===== config.mk =====
export PLATFORM = sky130hd
export DESIGN_NAME = adcts_ctrl
export DESIGN_NICKNAME = d
export VERILOG_FILES = /design/src/shared/adcts_pkg.sv /design/src/adcts_trig_arb.sv /design/src/adcts_sync.sv /design/src/adcts_ctrl.sv
export SDC_FILE = /design/constraint.sdc
export NUM_CORES = 1
export LEC_CHECK = 0
export BUFFER_PORTS_ARGS = -buffer_cell sky130_fd_sc_hd__buf_2
export CAP_MARGIN = 25
export CORE_MARGIN = 2
export CORE_UTILIZATION = 62
export DETAILED_ROUTE_END_ITERATION = 7
export PLACE_DENSITY_LB_ADDON = 0.05
export SLEW_MARGIN = 30
export SYNTH_ARGS = -nofsm -noshare
export SYNTH_HDL_FRONTEND = slang
export SYNTH_SLANG_ARGS = --single-unit

===== constraint.sdc =====
create_clock -name pclk -period 3.7 [get_ports pclk]
set_input_delay 1.11 -clock pclk [delete_from_list [all_inputs] [get_ports pclk]]
set_output_delay 1.11 -clock pclk [all_outputs]
set_load 0.01 [all_outputs]

===== src/shared/adcts_pkg.sv =====
// Package: register map, fields and encodings of the converter trigger/scan control
package adcts_pkg;

    // ------------------------------------------------------------
    // Register offsets (byte addresses)
    // ------------------------------------------------------------
    localparam logic [7:0] ADCTS_CTRL_ADDR   = 8'h00;
    localparam logic [7:0] ADCTS_TRIG_ADDR   = 8'h04;
    localparam logic [7:0] ADCTS_STAT_ADDR   = 8'h08;
    localparam logic [7:0] ADCTS_IRQS_ADDR   = 8'h0C;
    localparam logic [7:0] ADCTS_IRQM_ADDR   = 8'h10;
    localparam logic [7:0] ADCTS_RES_ADDR    = 8'h20;

    // ------------------------------------------------------------
    // Control register fields
    // ------------------------------------------------------------
    localparam int CTRL_EN_BIT    = 0;
    localparam int CTRL_SCAN_BIT  = 1;
    localparam int CTRL_SEL_LSB   = 4;
    localparam int CTRL_SEL_W     = 3;
    localparam int CTRL_TMODE_LSB = 8;
    localparam int CTRL_TMODE_W   = 2;
    localparam logic [31:0] CTRL_RESET = 32'h0000_0000;
    localparam logic [31:0] CTRL_MASK  = 32'h0000_0373;

    // Interrupt status bits
    localparam int IRQ_DONE_BIT  = 0;
    localparam int IRQ_ABORT_BIT = 1;
    localparam int IRQ_MULTI_BIT = 2;
    localparam int IRQ_W         = 3;

    // ------------------------------------------------------------
    // Dimensions and timing
    // ------------------------------------------------------------
    localparam int NCH      = 8;
    localparam int NTRIG    = 4;
    localparam int RES_W    = 10;
    localparam int CONV_NS  = 1000;
    localparam int CLK_NS   = 20;
    localparam int CONV_CYC = (CONV_NS + CLK_NS - 1) / CLK_NS;
    localparam int CNT_W    = 7;

    typedef enum logic [1:0] {
        ADCTS_TRIG_SELF,
        ADCTS_TRIG_TIMER,
        ADCTS_TRIG_EXT,
        ADCTS_TRIG_RSVD
    } adcts_tmode_t;

    typedef enum {
        ADCTS_IDLE,
        ADCTS_WAIT,
        ADCTS_CONV
    } adcts_state_t;

endpackage


===== src/adcts_trig_arb.sv =====
// Trigger arbiter: lowest-numbered of coincident triggers wins
`timescale 1ns/1ps
module adcts_trig_arb
    import adcts_pkg::*;
(
    // Clock and reset
    input  wire logic                   pclk,
    input  wire logic                   presetn,
    // Trigger requests, one per lower input
    input  wire logic [NTRIG-1:0]       req,
    // Arbitration result
    output logic                        hit,
    output logic [1:0]                  idx,
    output logic                        multi
);
    function automatic logic [1:0] lowest(input logic [NTRIG-1:0] v);
        lowest = 2'h0;
        for (int i = NTRIG - 1; i >= 0; i--)
            if (v[i])
                lowest = i[1:0];
    endfunction

    logic       next_hit;
    logic [1:0] next_idx;
    logic       next_multi;

    always_comb
    begin
        next_hit   = |req;
        next_idx   = lowest(req);
        next_multi = (req & (req - 4'h1)) != 4'h0;
    end

    always_ff @(posedge pclk or negedge presetn)
    begin
        if (!presetn)
        begin
            hit   <= 1'b0;
            idx   <= 2'h0;
            multi <= 1'b0;
        end
        else
        begin
            hit   <= next_hit;
            idx   <= next_idx;
            multi <= next_multi;
        end
    end
endmodule


===== src/adcts_sync.sv =====
// Two-flop synchroniser with rising-edge detect for external pins
`timescale 1ns/1ps
module adcts_sync
    import adcts_pkg::*;
(
    // Clock and reset
    input  wire logic               pclk,
    input  wire logic               presetn,
    // Raw pins
    input  wire logic [NTRIG-1:0]   pin,
    // Rising edges, one cycle each
    output logic [NTRIG-1:0]        rise
);
    logic [NTRIG-1:0] s1;
    logic [NTRIG-1:0] s2;
    logic [NTRIG-1:0] s3;
    logic [NTRIG-1:0] next_rise;

    always_comb
    begin
        next_rise = s2 & ~s3;
    end

    // First stage feeds only the second one
    always_ff @(posedge pclk or negedge presetn)
    begin
        if (!presetn)
        begin
            s1   <= 4'h0;
            s2   <= 4'h0;
            s3   <= 4'h0;
            rise <= 4'h0;
        end
        else
        begin
            s1   <= pin;
            s2   <= s1;
            s3   <= s2;
            rise <= next_rise;
        end
    end
endmodule


===== src/adcts_ctrl.sv =====
// Converter trigger, scan and interrupt control with APB registers
`timescale 1ns/1ps
module adcts_ctrl
    import adcts_pkg::*;
(
    // APB slave
    input  wire logic                       pclk,
    input  wire logic                       presetn,
    input  wire logic                       psel,
    input  wire logic                       penable,
    input  wire logic                       pwrite,
    input  wire logic [7:0]                 paddr,
    input  wire logic [31:0]                pwdata,
    output logic [31:0]                     prdata,
    output logic                            pready,
    output logic                            pslverr,
    // Trigger sources
    input  wire logic                       timer0_compare_irq,
    input  wire logic [NTRIG-1:0]           ext_conv_trigger,
    // Converter core
    output logic                            core_start,
    output logic [2:0]                      core_channel,
    input  wire logic [RES_W-1:0]           core_data,
    // Interrupt
    output logic                            conversion_done_irq
);
    // ------------------------------------------------------------
    // Trigger conditioning
    // ------------------------------------------------------------
    logic [NTRIG-1:0] ext_rise;
    logic [NTRIG-1:0] trig_req;
    logic             arb_hit;
    logic [1:0]       arb_idx;
    logic             arb_multi;

    adcts_sync u_sync
    (
        .pclk    (pclk),
        .presetn (presetn),
        .pin     (ext_conv_trigger),
        .rise    (ext_rise)
    );

    logic [31:0]      ctrl;
    logic [NTRIG-1:0] timer_ch;
    adcts_tmode_t     tmode;
    logic             scan;
    logic [2:0]       sel;
    logic             en;

    always_comb
    begin
        tmode = adcts_tmode_t'(ctrl[CTRL_TMODE_LSB +: CTRL_TMODE_W]);
        scan  = ctrl[CTRL_SCAN_BIT];
        sel   = ctrl[CTRL_SEL_LSB +: CTRL_SEL_W];
        en    = ctrl[CTRL_EN_BIT];
        case (tmode)
            ADCTS_TRIG_TIMER: trig_req = timer0_compare_irq ? timer_ch : 4'h0;
            ADCTS_TRIG_EXT:   trig_req = ext_rise;
            default:          trig_req = 4'h0;
        endcase
    end

    adcts_trig_arb u_arb
    (
        .pclk    (pclk),
        .presetn (presetn),
        .req     (en ? trig_req : 4'h0),
        .hit     (arb_hit),
        .idx     (arb_idx),
        .multi   (arb_multi)
    );

    // ------------------------------------------------------------
    // Sequencer
    // ------------------------------------------------------------
    adcts_state_t     state;
    adcts_state_t     next_state;
    logic [CNT_W-1:0] cnt;
    logic [CNT_W-1:0] next_cnt;
    logic [2:0]       ch;
    logic [2:0]       next_ch;
    logic [2:0]       done_n;
    logic [2:0]       next_done_n;
    logic             poison;
    logic             next_poison;
    logic             ev_done;
    logic             ev_abort;
    logic             ev_multi;
    logic             next_start;
    logic             wr_en;
    logic [RES_W-1:0] res [NCH];
    logic [NCH-1:0]   valid;
    logic [NCH-1:0]   next_valid;
    logic             triggered;

    always_comb
    begin
        triggered   = tmode == ADCTS_TRIG_TIMER || tmode == ADCTS_TRIG_EXT;
        next_state  = state;
        next_cnt    = cnt;
        next_ch     = ch;
        next_done_n = done_n;
        next_poison = poison;
        next_valid  = valid;
        next_start  = 1'b0;
        ev_done     = 1'b0;
        ev_abort    = 1'b0;
        ev_multi    = 1'b0;
        wr_en       = 1'b0;
        if (!en)
        begin
            next_state  = ADCTS_IDLE;
            next_done_n = 3'h0;
            next_poison = 1'b0;
        end
        else
        begin
            case (state)
                ADCTS_IDLE:
                begin
                    next_done_n = 3'h0;
                    next_poison = 1'b0;
                    next_ch     = scan ? 3'h0 : sel;
                    if (triggered)
                        next_state = ADCTS_WAIT;
                    else
                    begin
                        next_state = ADCTS_CONV;
                        next_cnt   = CNT_W'(CONV_CYC);
                        next_start = 1'b1;
                    end
                end
                ADCTS_WAIT, ADCTS_CONV:
                begin
                    if (triggered && arb_hit)
                    begin
                        if (state == ADCTS_CONV)
                        begin
                            ev_abort           = 1'b1;
                            next_valid[ch]     = 1'b0;
                        end
                        if (arb_multi)
                        begin
                            ev_multi    = 1'b1;
                            next_poison = 1'b1;
                        end
                        next_ch    = {1'b0, arb_idx};
                        next_state = ADCTS_CONV;
                        next_cnt   = CNT_W'(CONV_CYC);
                        next_start = 1'b1;
                    end
                    else if (state == ADCTS_CONV && cnt == CNT_W'(1))
                    begin
                        wr_en          = 1'b1;
                        next_valid[ch] = 1'b1;
                        next_done_n    = done_n + 3'h1;
                        next_state     = triggered ? ADCTS_WAIT : ADCTS_CONV;
                        if (!triggered)
                        begin
                            next_cnt   = CNT_W'(CONV_CYC);
                            next_start = 1'b1;
                            next_ch    = (scan && ch < sel) ? ch + 3'h1 : (scan ? 3'h0 : sel);
                            ev_done    = !scan || ch == sel;
                        end
                        else
                        begin
                            ev_done     = done_n == sel && !poison;
                            next_done_n = (done_n == sel) ? 3'h0 : done_n + 3'h1;
                            next_poison = (done_n == sel) ? 1'b0 : poison;
                        end
                    end
                    else if (state == ADCTS_CONV)
                        next_cnt = cnt - CNT_W'(1);
                end
                default: next_state = ADCTS_IDLE;
            endcase
        end
    end

    always_ff @(posedge pclk or negedge presetn)
    begin
        if (!presetn)
        begin
            state        <= ADCTS_IDLE;
            cnt          <= '0;
            ch           <= 3'h0;
            done_n       <= 3'h0;
            poison       <= 1'b0;
            valid        <= 8'h00;
            core_start   <= 1'b0;
            core_channel <= 3'h0;
            for (int i = 0; i < NCH; i++)
                res[i] <= '0;
        end
        else
        begin
            state        <= next_state;
            cnt          <= next_cnt;
            ch           <= next_ch;
            done_n       <= next_done_n;
            poison       <= next_poison;
            valid        <= next_valid;
            core_start   <= next_start;
            core_channel <= next_ch;
            if (wr_en)
                res[ch] <= core_data;
        end
    end

    // ------------------------------------------------------------
    // Registers and interrupt
    // ------------------------------------------------------------
    // Access completes in one cycle; no wait states are ever inserted
    logic [IRQ_W-1:0] irq_stat;
    logic [IRQ_W-1:0] irq_mask;
    logic [IRQ_W-1:0] next_stat;
    logic [IRQ_W-1:0] next_mask;
    logic [IRQ_W-1:0] ev_vec;
    logic [31:0]      next_ctrl;
    logic [NTRIG-1:0] next_timer_ch;
    logic [31:0]      next_prdata;
    logic             next_slverr;
    logic             acc;
    logic             wr;

    always_comb
    begin
        acc           = psel && penable;
        wr            = acc && pwrite;
        next_ctrl     = ctrl;
        next_timer_ch = timer_ch;
        next_mask     = irq_mask;
        next_prdata   = 32'h0000_0000;
        ev_vec        = {ev_multi, ev_abort, ev_done};
        next_stat     = irq_stat;
        if (wr && paddr == ADCTS_IRQS_ADDR)
            next_stat = next_stat & ~pwdata[IRQ_W-1:0];
        // Set wins over a clear in the same cycle
        next_stat = next_stat | ev_vec;
        if (psel && !penable)
        begin
            case (paddr)
                ADCTS_CTRL_ADDR: next_prdata = ctrl;
                ADCTS_TRIG_ADDR: next_prdata = {28'h0, timer_ch};
                ADCTS_STAT_ADDR: next_prdata = {16'h0, valid, 1'b0, ch, 2'h0, 2'(state)};
                ADCTS_IRQS_ADDR: next_prdata = {29'h0, irq_stat};
                ADCTS_IRQM_ADDR: next_prdata = {29'h0, irq_mask};
                default:
                begin
                    if (is_res(paddr))
                        next_prdata = {22'h0, res[paddr[4:2]]};
                    else
                        next_prdata = 32'h0000_0000;
                end
            endcase
        end
        else if (acc)
            next_prdata = prdata;
        next_slverr = psel && !penable && next_slverr_setup(paddr);
        if (wr)
        begin
            case (paddr)
                ADCTS_CTRL_ADDR: next_ctrl     = pwdata & CTRL_MASK;
                ADCTS_TRIG_ADDR: next_timer_ch = pwdata[NTRIG-1:0];
                ADCTS_IRQM_ADDR: next_mask     = pwdata[IRQ_W-1:0];
                default:         next_ctrl     = ctrl;
            endcase
        end
    end

    always_ff @(posedge pclk or negedge presetn)
    begin
        if (!presetn)
        begin
            ctrl                <= CTRL_RESET;
            timer_ch            <= 4'h0;
            irq_stat            <= '0;
            irq_mask            <= '0;
            prdata              <= 32'h0000_0000;
            pready              <= 1'b0;
            pslverr             <= 1'b0;
            conversion_done_irq <= 1'b0;
        end
        else
        begin
            ctrl                <= next_ctrl;
            timer_ch            <= next_timer_ch;
            irq_stat            <= next_stat;
            irq_mask            <= next_mask;
            prdata              <= next_prdata;
            pready              <= psel && !penable;
            pslverr             <= next_slverr;
            conversion_done_irq <= |(next_stat & next_mask);
        end
    end

    function automatic logic is_res(input logic [7:0] a);
        is_res = a[7:5] == ADCTS_RES_ADDR[7:5] && a[1:0] == 2'h0;
    endfunction

    function automatic logic next_slverr_setup(input logic [7:0] a);
        next_slverr_setup = a > ADCTS_IRQM_ADDR && !is_res(a);
    endfunction
endmodule


; ---- After elaboration in Yosys (flattened, before gate mapping)
; Index checks and enable logic that the tools add are counted.
[totals]
reg_bits = 207
latchBits = 0
ramBits = 0
mem_bits_ro = 0
input_bits = 60
output_inout_bits = 39
memories = 0
[classes]
addsub = 4
n_mul = 0
div = 0
order_cmp = 7
n_eq_ne = 25
n_shift = 0
n_mux = 76
bitwise = 12
n_reduce_logical = 35
[op_table]
columns = cell, count
row1 = $mux W32, 5
row2 = $bwmux W80, 1
row3 = $pmux W16 S5, 1
row4 = $pmux W32 S2, 1
row5 = $mux W10, 4
row6 = $mux W3, 13
row7 = $eq A32 B1 Y1 const B, 1
row8 = $eq A32 B2 Y1 const B, 1
row9 = $eq A32 B3 Y1 const B, 1
row10 = $logic_not A32 Y1, 1
row11 = $bmux W10 S3, 1
row12 = $demux W10 S3, 1
row13 = $mux W1, 28
row14 = $mux W7, 4
row15 = $mux W8, 3
row16 = $eq A8 B4 Y1 const B, 2
row17 = $ne A4 B4 Y1 const B, 4
row18 = $pmux W7 S2, 1
row19 = $logic_and A1 B1 Y1, 13
row20 = $ne A3 B3 Y1 const B, 4
row21 = $pmux W3 S2, 2
row22 = $mux W2, 5
row23 = $and A4 B4 Y4, 2
row24 = $and A8 B8 Y8, 1
row25 = other kinds (43), 59

; ---- Depth between registers and ports, before layout
[logic_depth]
depth_word = 10
mapped_depth = 10
mapped_depth_nobuf = 7

; ---- Cells and area by module
; From an unflattened synthesis, not the netlist that was laid out.
[unflattened]
hier_cells = 601
area_unflattened_um2 = 7719.9
[by_module_without_submodules]
columns = mod, n_inst, cells_per_inst, area_each_um2
row1 = adcts_ctrl, 1, 567, 7116.8
row2 = adcts_sync, 1, 20, 455.4
row3 = adcts_trig_arb, 1, 14, 147.6

; ---- Least setup slack after synthesis
; Ideal clock, no wire load.
[synth_timing]
kind = input -> register
startpoint = in paddr[2]
endpoint = reg prdata[9]
arrival_ns = 2.538
t_required_ns = 3.555
slack_ns = 1.017
path_stages = 5
n_path_buf = 2
path_cell_list = buf_2 buf_1 mux4_2 mux2i_1 o221ai_1
[synth_between]
elab_chain_len = 7
word_cells_on_any_way = 12
classes_between = eq/ne (4) / mux (6) / bitwise (1) / reduce/logical (1)
[synth_lines]
columns = element, line
row1 = start: declaration, adcts_ctrl.sv:12  ; input wire logic [7:0] paddr,
row2 = $not A3 Y4 (not written as such), adcts_ctrl.sv:252  ; next_prdata = {22'h0, res[paddr[4:2]]};
row3 = $bmux W10 S3, adcts_ctrl.sv:252
row4 = $mux W10 (not written as such) (2 in a row), adcts_ctrl.sv:252
row5 = $mux W10, adcts_ctrl.sv:251  ; if (is_res(paddr))
row6 = $pmux W16 S5 *, adcts_ctrl.sv:243  ; case (paddr)
row7 = $mux W32 *, adcts_ctrl.sv:241  ; if (psel && !penable)
row8 = end signal: assignment, adcts_ctrl.sv:291  ; prdata <= next_prdata;
row9 = end: declaration, adcts_ctrl.sv:14  ; output logic [31:0] prdata,
; Every way passes the cells marked *; elsewhere a longest branch is shown, timed or not. The select of a mux whose other input is x is not followed.
; A chain may end at the register's enable or synchronous reset.

; ---- Worst setup path after layout
[layout_timing]
startpoint = reg state[1]
endpoint = reg res[44] in the netlist's numbering
[layout_between]
elab_chain_len = 6
word_cells_on_any_way = 9
classes_between = eq/ne (3) / mux (4) / reduce/logical (2)
[layout_lines]
columns = element, line
row1 = start: declaration, adcts_ctrl.sv:77  ; adcts_state_t state;
row2 = start signal: assignment, adcts_ctrl.sv:198  ; state <= next_state;
row3 = $eq A32 B3 Y1, adcts_ctrl.sv:153  ; else if (state == ADCTS_CONV && cnt == CNT_W'(1))
row4 = $logic_and A1 B1 Y1, adcts_ctrl.sv:153
row5 = $mux W1, adcts_ctrl.sv:153
row6 = $mux W1, adcts_ctrl.sv:136  ; if (triggered && arb_hit)
row7 = $mux W1 *, adcts_ctrl.sv:119  ; case (state)
row8 = $mux W1 *, adcts_ctrl.sv:111  ; if (!en)
row9 = end signal: indexed assignment, adcts_ctrl.sv:207  ; res[ch] <= core_data;
row10 = end: declaration, adcts_ctrl.sv:92  ; logic [RES_W-1:0] res [NCH];
; Every way passes the cells marked *; elsewhere a longest branch is shown, timed or not.

==> impl_metrics.json <==
{
  "synth-xor-area-share_pct": 0.461,
  "yosys.area_share.simple_pct": 8.56,
  "postCtsSetupBuffers": 0,
  "yosys.cell_types.count": 64,
  "slew_viol_final": 0,
  "synth_top_family_by_area": "multiplexers",
  "hold_class": "reg2reg",
  "cts_max_level": 4,
  "die_w_microns": 115,
  "synthesis.area_sq_um": 7600,
  "rsz0062_at_grt": "false",
  "ys_ff_latch": 161,
  "cts_buffers": 17,
  "root_buffer": "clkbuf_16",
  "slew-limit-headroom_pct": 46.9,
  "total_leakage_power_nw": 4.08,
  "wirelength_microns": 16500,
  "path_class": "reg2reg",
  "peakVddDrop_v": 0.000404,
  "cp.arrival_ps": 3420,
  "multi_input_area_sq_um": 3350,
  "grt_overflow": 0,
  "synth_mux_area_share_pct": 22.7,
  "clock-sinks": 161,
  "nets": 727,
  "grt_pass1_vias": 5079,
  "dr.pass1.iters": 5,
  "n_fill_cell": 836,
  "post-route-min-period_ps": 3110,
  "core_area_sq_um": 12000,
  "worst_slew_pin_slew_ps": 793,
  "syn2layout_area_growth_pct": 13.1,
  "synth_warnings": 0,
  "final_cell_mix": "dfrtp_1, mux2_2, buf_2",
  "drtIter0Drc": 352,
  "finalCritPeriodShare_pct": 84.1,
  "final_cell_count_no_fill": 815,
  "status": "completed",
  "start_util_pct": 63.3,
  "route.detailed.drc": 0,
  "grt.total_usage_pct": 27.2,
  "drtAntennaViolNets": 0,
  "gp_congestion": 0.875,
  "synth-edff-count": 0,
  "fp.dieH_microns": 115,
  "std_cell_rows": 40,
  "postCtsHoldBufs": 0,
  "setup_viol": 0,
  "synthFlopType": "dfrtp_1",
  "max_freq_mhz": 321,
  "cap_violations": 0,
  "yosysSeqAreaShare_pct": 53.0,
  "clock_latency_ps": 430,
  "hold_viol": 0,
  "setup_tns_ps": 0,
  "io_buffers": 59,
  "via_per_inst": 6.18,
  "startpoint_type": "register",
  "crit_required_ps": 4010,
  "register_area_sq_um": 4030,
  "num_antenna_cells": 0,
  "cts-resized-gates": 0,
  "placed_cells": 783,
  "cts_tree": "done",
  "final_common_cell": "dfrtp_1",
  "finalClockSkew_ps": 11.6,
  "hpwlAfterDp_microns": 11100,
  "synthArstFlopShare_pct": 100,
  "final_cell_area_sq_um": 8590,
  "grt_max_degree": 73,
  "cts.clk_slew.worst_paths_ps": 70,
  "cp_max_fo": 18,
  "drive_gt1_share_pct": 34.0,
  "grt_pass1_wl_microns": 26900,
  "num_vias": 5039,
  "synth_compound_area_share_pct": 9.51,
  "antenna_found_initial": 0,
  "routedWlPerCell_microns": 20.2,
  "p_total_mw": 3.78,
  "avgSynthCellArea_sq_um": 12.9,
  "power_density_nw_per_um2": 440,
  "synthCells": 589,
  "ios": 99,
  "dieArea_sq_um": 13200,
  "endpoint_kind": "register",
  "place_area_sq_um": 8020,
  "clockBufferDepth": 2,
  "synthAdderAreaFrac_pct": 1.98
}
[path summary, 6_finish.rpt]
path / startpoint / end / slack [ps] / cells after the start
max: state[1]$_DFFE_PN0P_ / res[44]$_DFFE_PN0P_ / 590 / 7
min: u_sync.s1[3]$_DFF_PN0_ / u_sync.s2[3]$_DFF_PN0_ / 350 / 0
max reg2reg: state[1]$_DFFE_PN0P_ / res[44]$_DFFE_PN0P_ / 590 / 7
min reg2reg: u_sync.s1[3]$_DFF_PN0_ / u_sync.s2[3]$_DFF_PN0_ / 350 / 0
max in group asynchronous: presetn / res[34]$_DFFE_PN0P_ / 2110 / 2
min in group asynchronous: presetn / res[47]$_DFFE_PN0P_ / 690 / 1
[stage by stage]
stage	utilization, %	worst slack, ps	hold slack (ps)
2_1_floorplan	-	1020	331
3_3_place_gp	66.8	567	333
3_5_place_dp	66.8	525	337
4_1_cts	71.5	610	352
5_1_grt	71.5	461	360
6_report	71.5	589	350
[routing by layer]
layer | GRT usage [%] | part of all wire (%)
met1 | 39.2 | 45
met2 | 42.2 | 47
met3 | 5.35 | 5.3
met4 | 9.40 | 1.9
met5 | 0 | 0
[critical path: stages (launching register included)]
cell	delay, ps
dfrtp_1	460
inv_1	70
ha_1	630
and2_1	320
nand4_2	180
a21bo_2	310
or3_1	630
mux2_2	380
[cell usage after synthesis, types with 5 or more instances]
cell	count	share of area, %
o22ai_1	5	0.41
nor3_1	5	0.33
a22o_1	6	0.69
mux2_4	9	1.8
a32oi_1	5	0.58
mux2i_1	15	2.0
nand2_1	35	1.7
a21oi_1	15	0.99
nor2b_1	12	0.99
clkbuf_1	11	0.54
a21o_1	5	0.49
mux4_2	22	6.5
nand3_1	7	0.46
buf_4	17	1.7
dfrtp_1	161	53
buf_1	5	0.25
inv_1	17	0.84
o21ai_0	31	2.0
nand4_1	8	0.66
o221ai_1	6	0.69
ha_1	12	2.0
o31ai_1	5	0.49
mux2_2	84	12
nor2_1	21	1.0
nand2b_1	10	0.82
[state kept, by name (all words and copies together) (netlist names), 4 cells and up, named ones only]
name and cells:
prdata 16, res 80, u_sync.s3 4, ctrl 7, timer_ch 4, u_sync.s2 4, cnt 7, u_sync.rise 4
u_sync.s1 4
[cell type report]
| cell class | instances | share of cell area [%] |
|---|---|---|
| Tap cell | 147 | 2.14 |
| Clock buffer | 17 | 4.95 |
| Timing Repair Buffer | 70 | 4.62 |
| Sequential cell | 161 | 46.9 |
| Multi-Input combinational cell | 388 | 38.9 |
| Inverter | 17 | 0.743 |
| Clock inverter | 15 | 1.73 |
[power breakdown]
part / switching, mW / total (mW) / internal (mW)
clock network: 0.752 / 1.69 / 0.942
logic: 0.147 / 0.252 / 0.105
registers: 0.0323 / 1.84 / 1.81
total: 0.932 / 3.78 / 2.85
[cells by family (layout without fill, tap and decap cells)]
family,after synthesis,after routing
buffers and inverters,55,119
DFF,161,161
muxes,130,130
xor gates and xnor gates,4,4
adders and majority gates,12,12
AOI/OAI and AO/OA,106,106
other,1,16
and+or+nand+nor,120,120
Power figures use the tool's default switching activity.
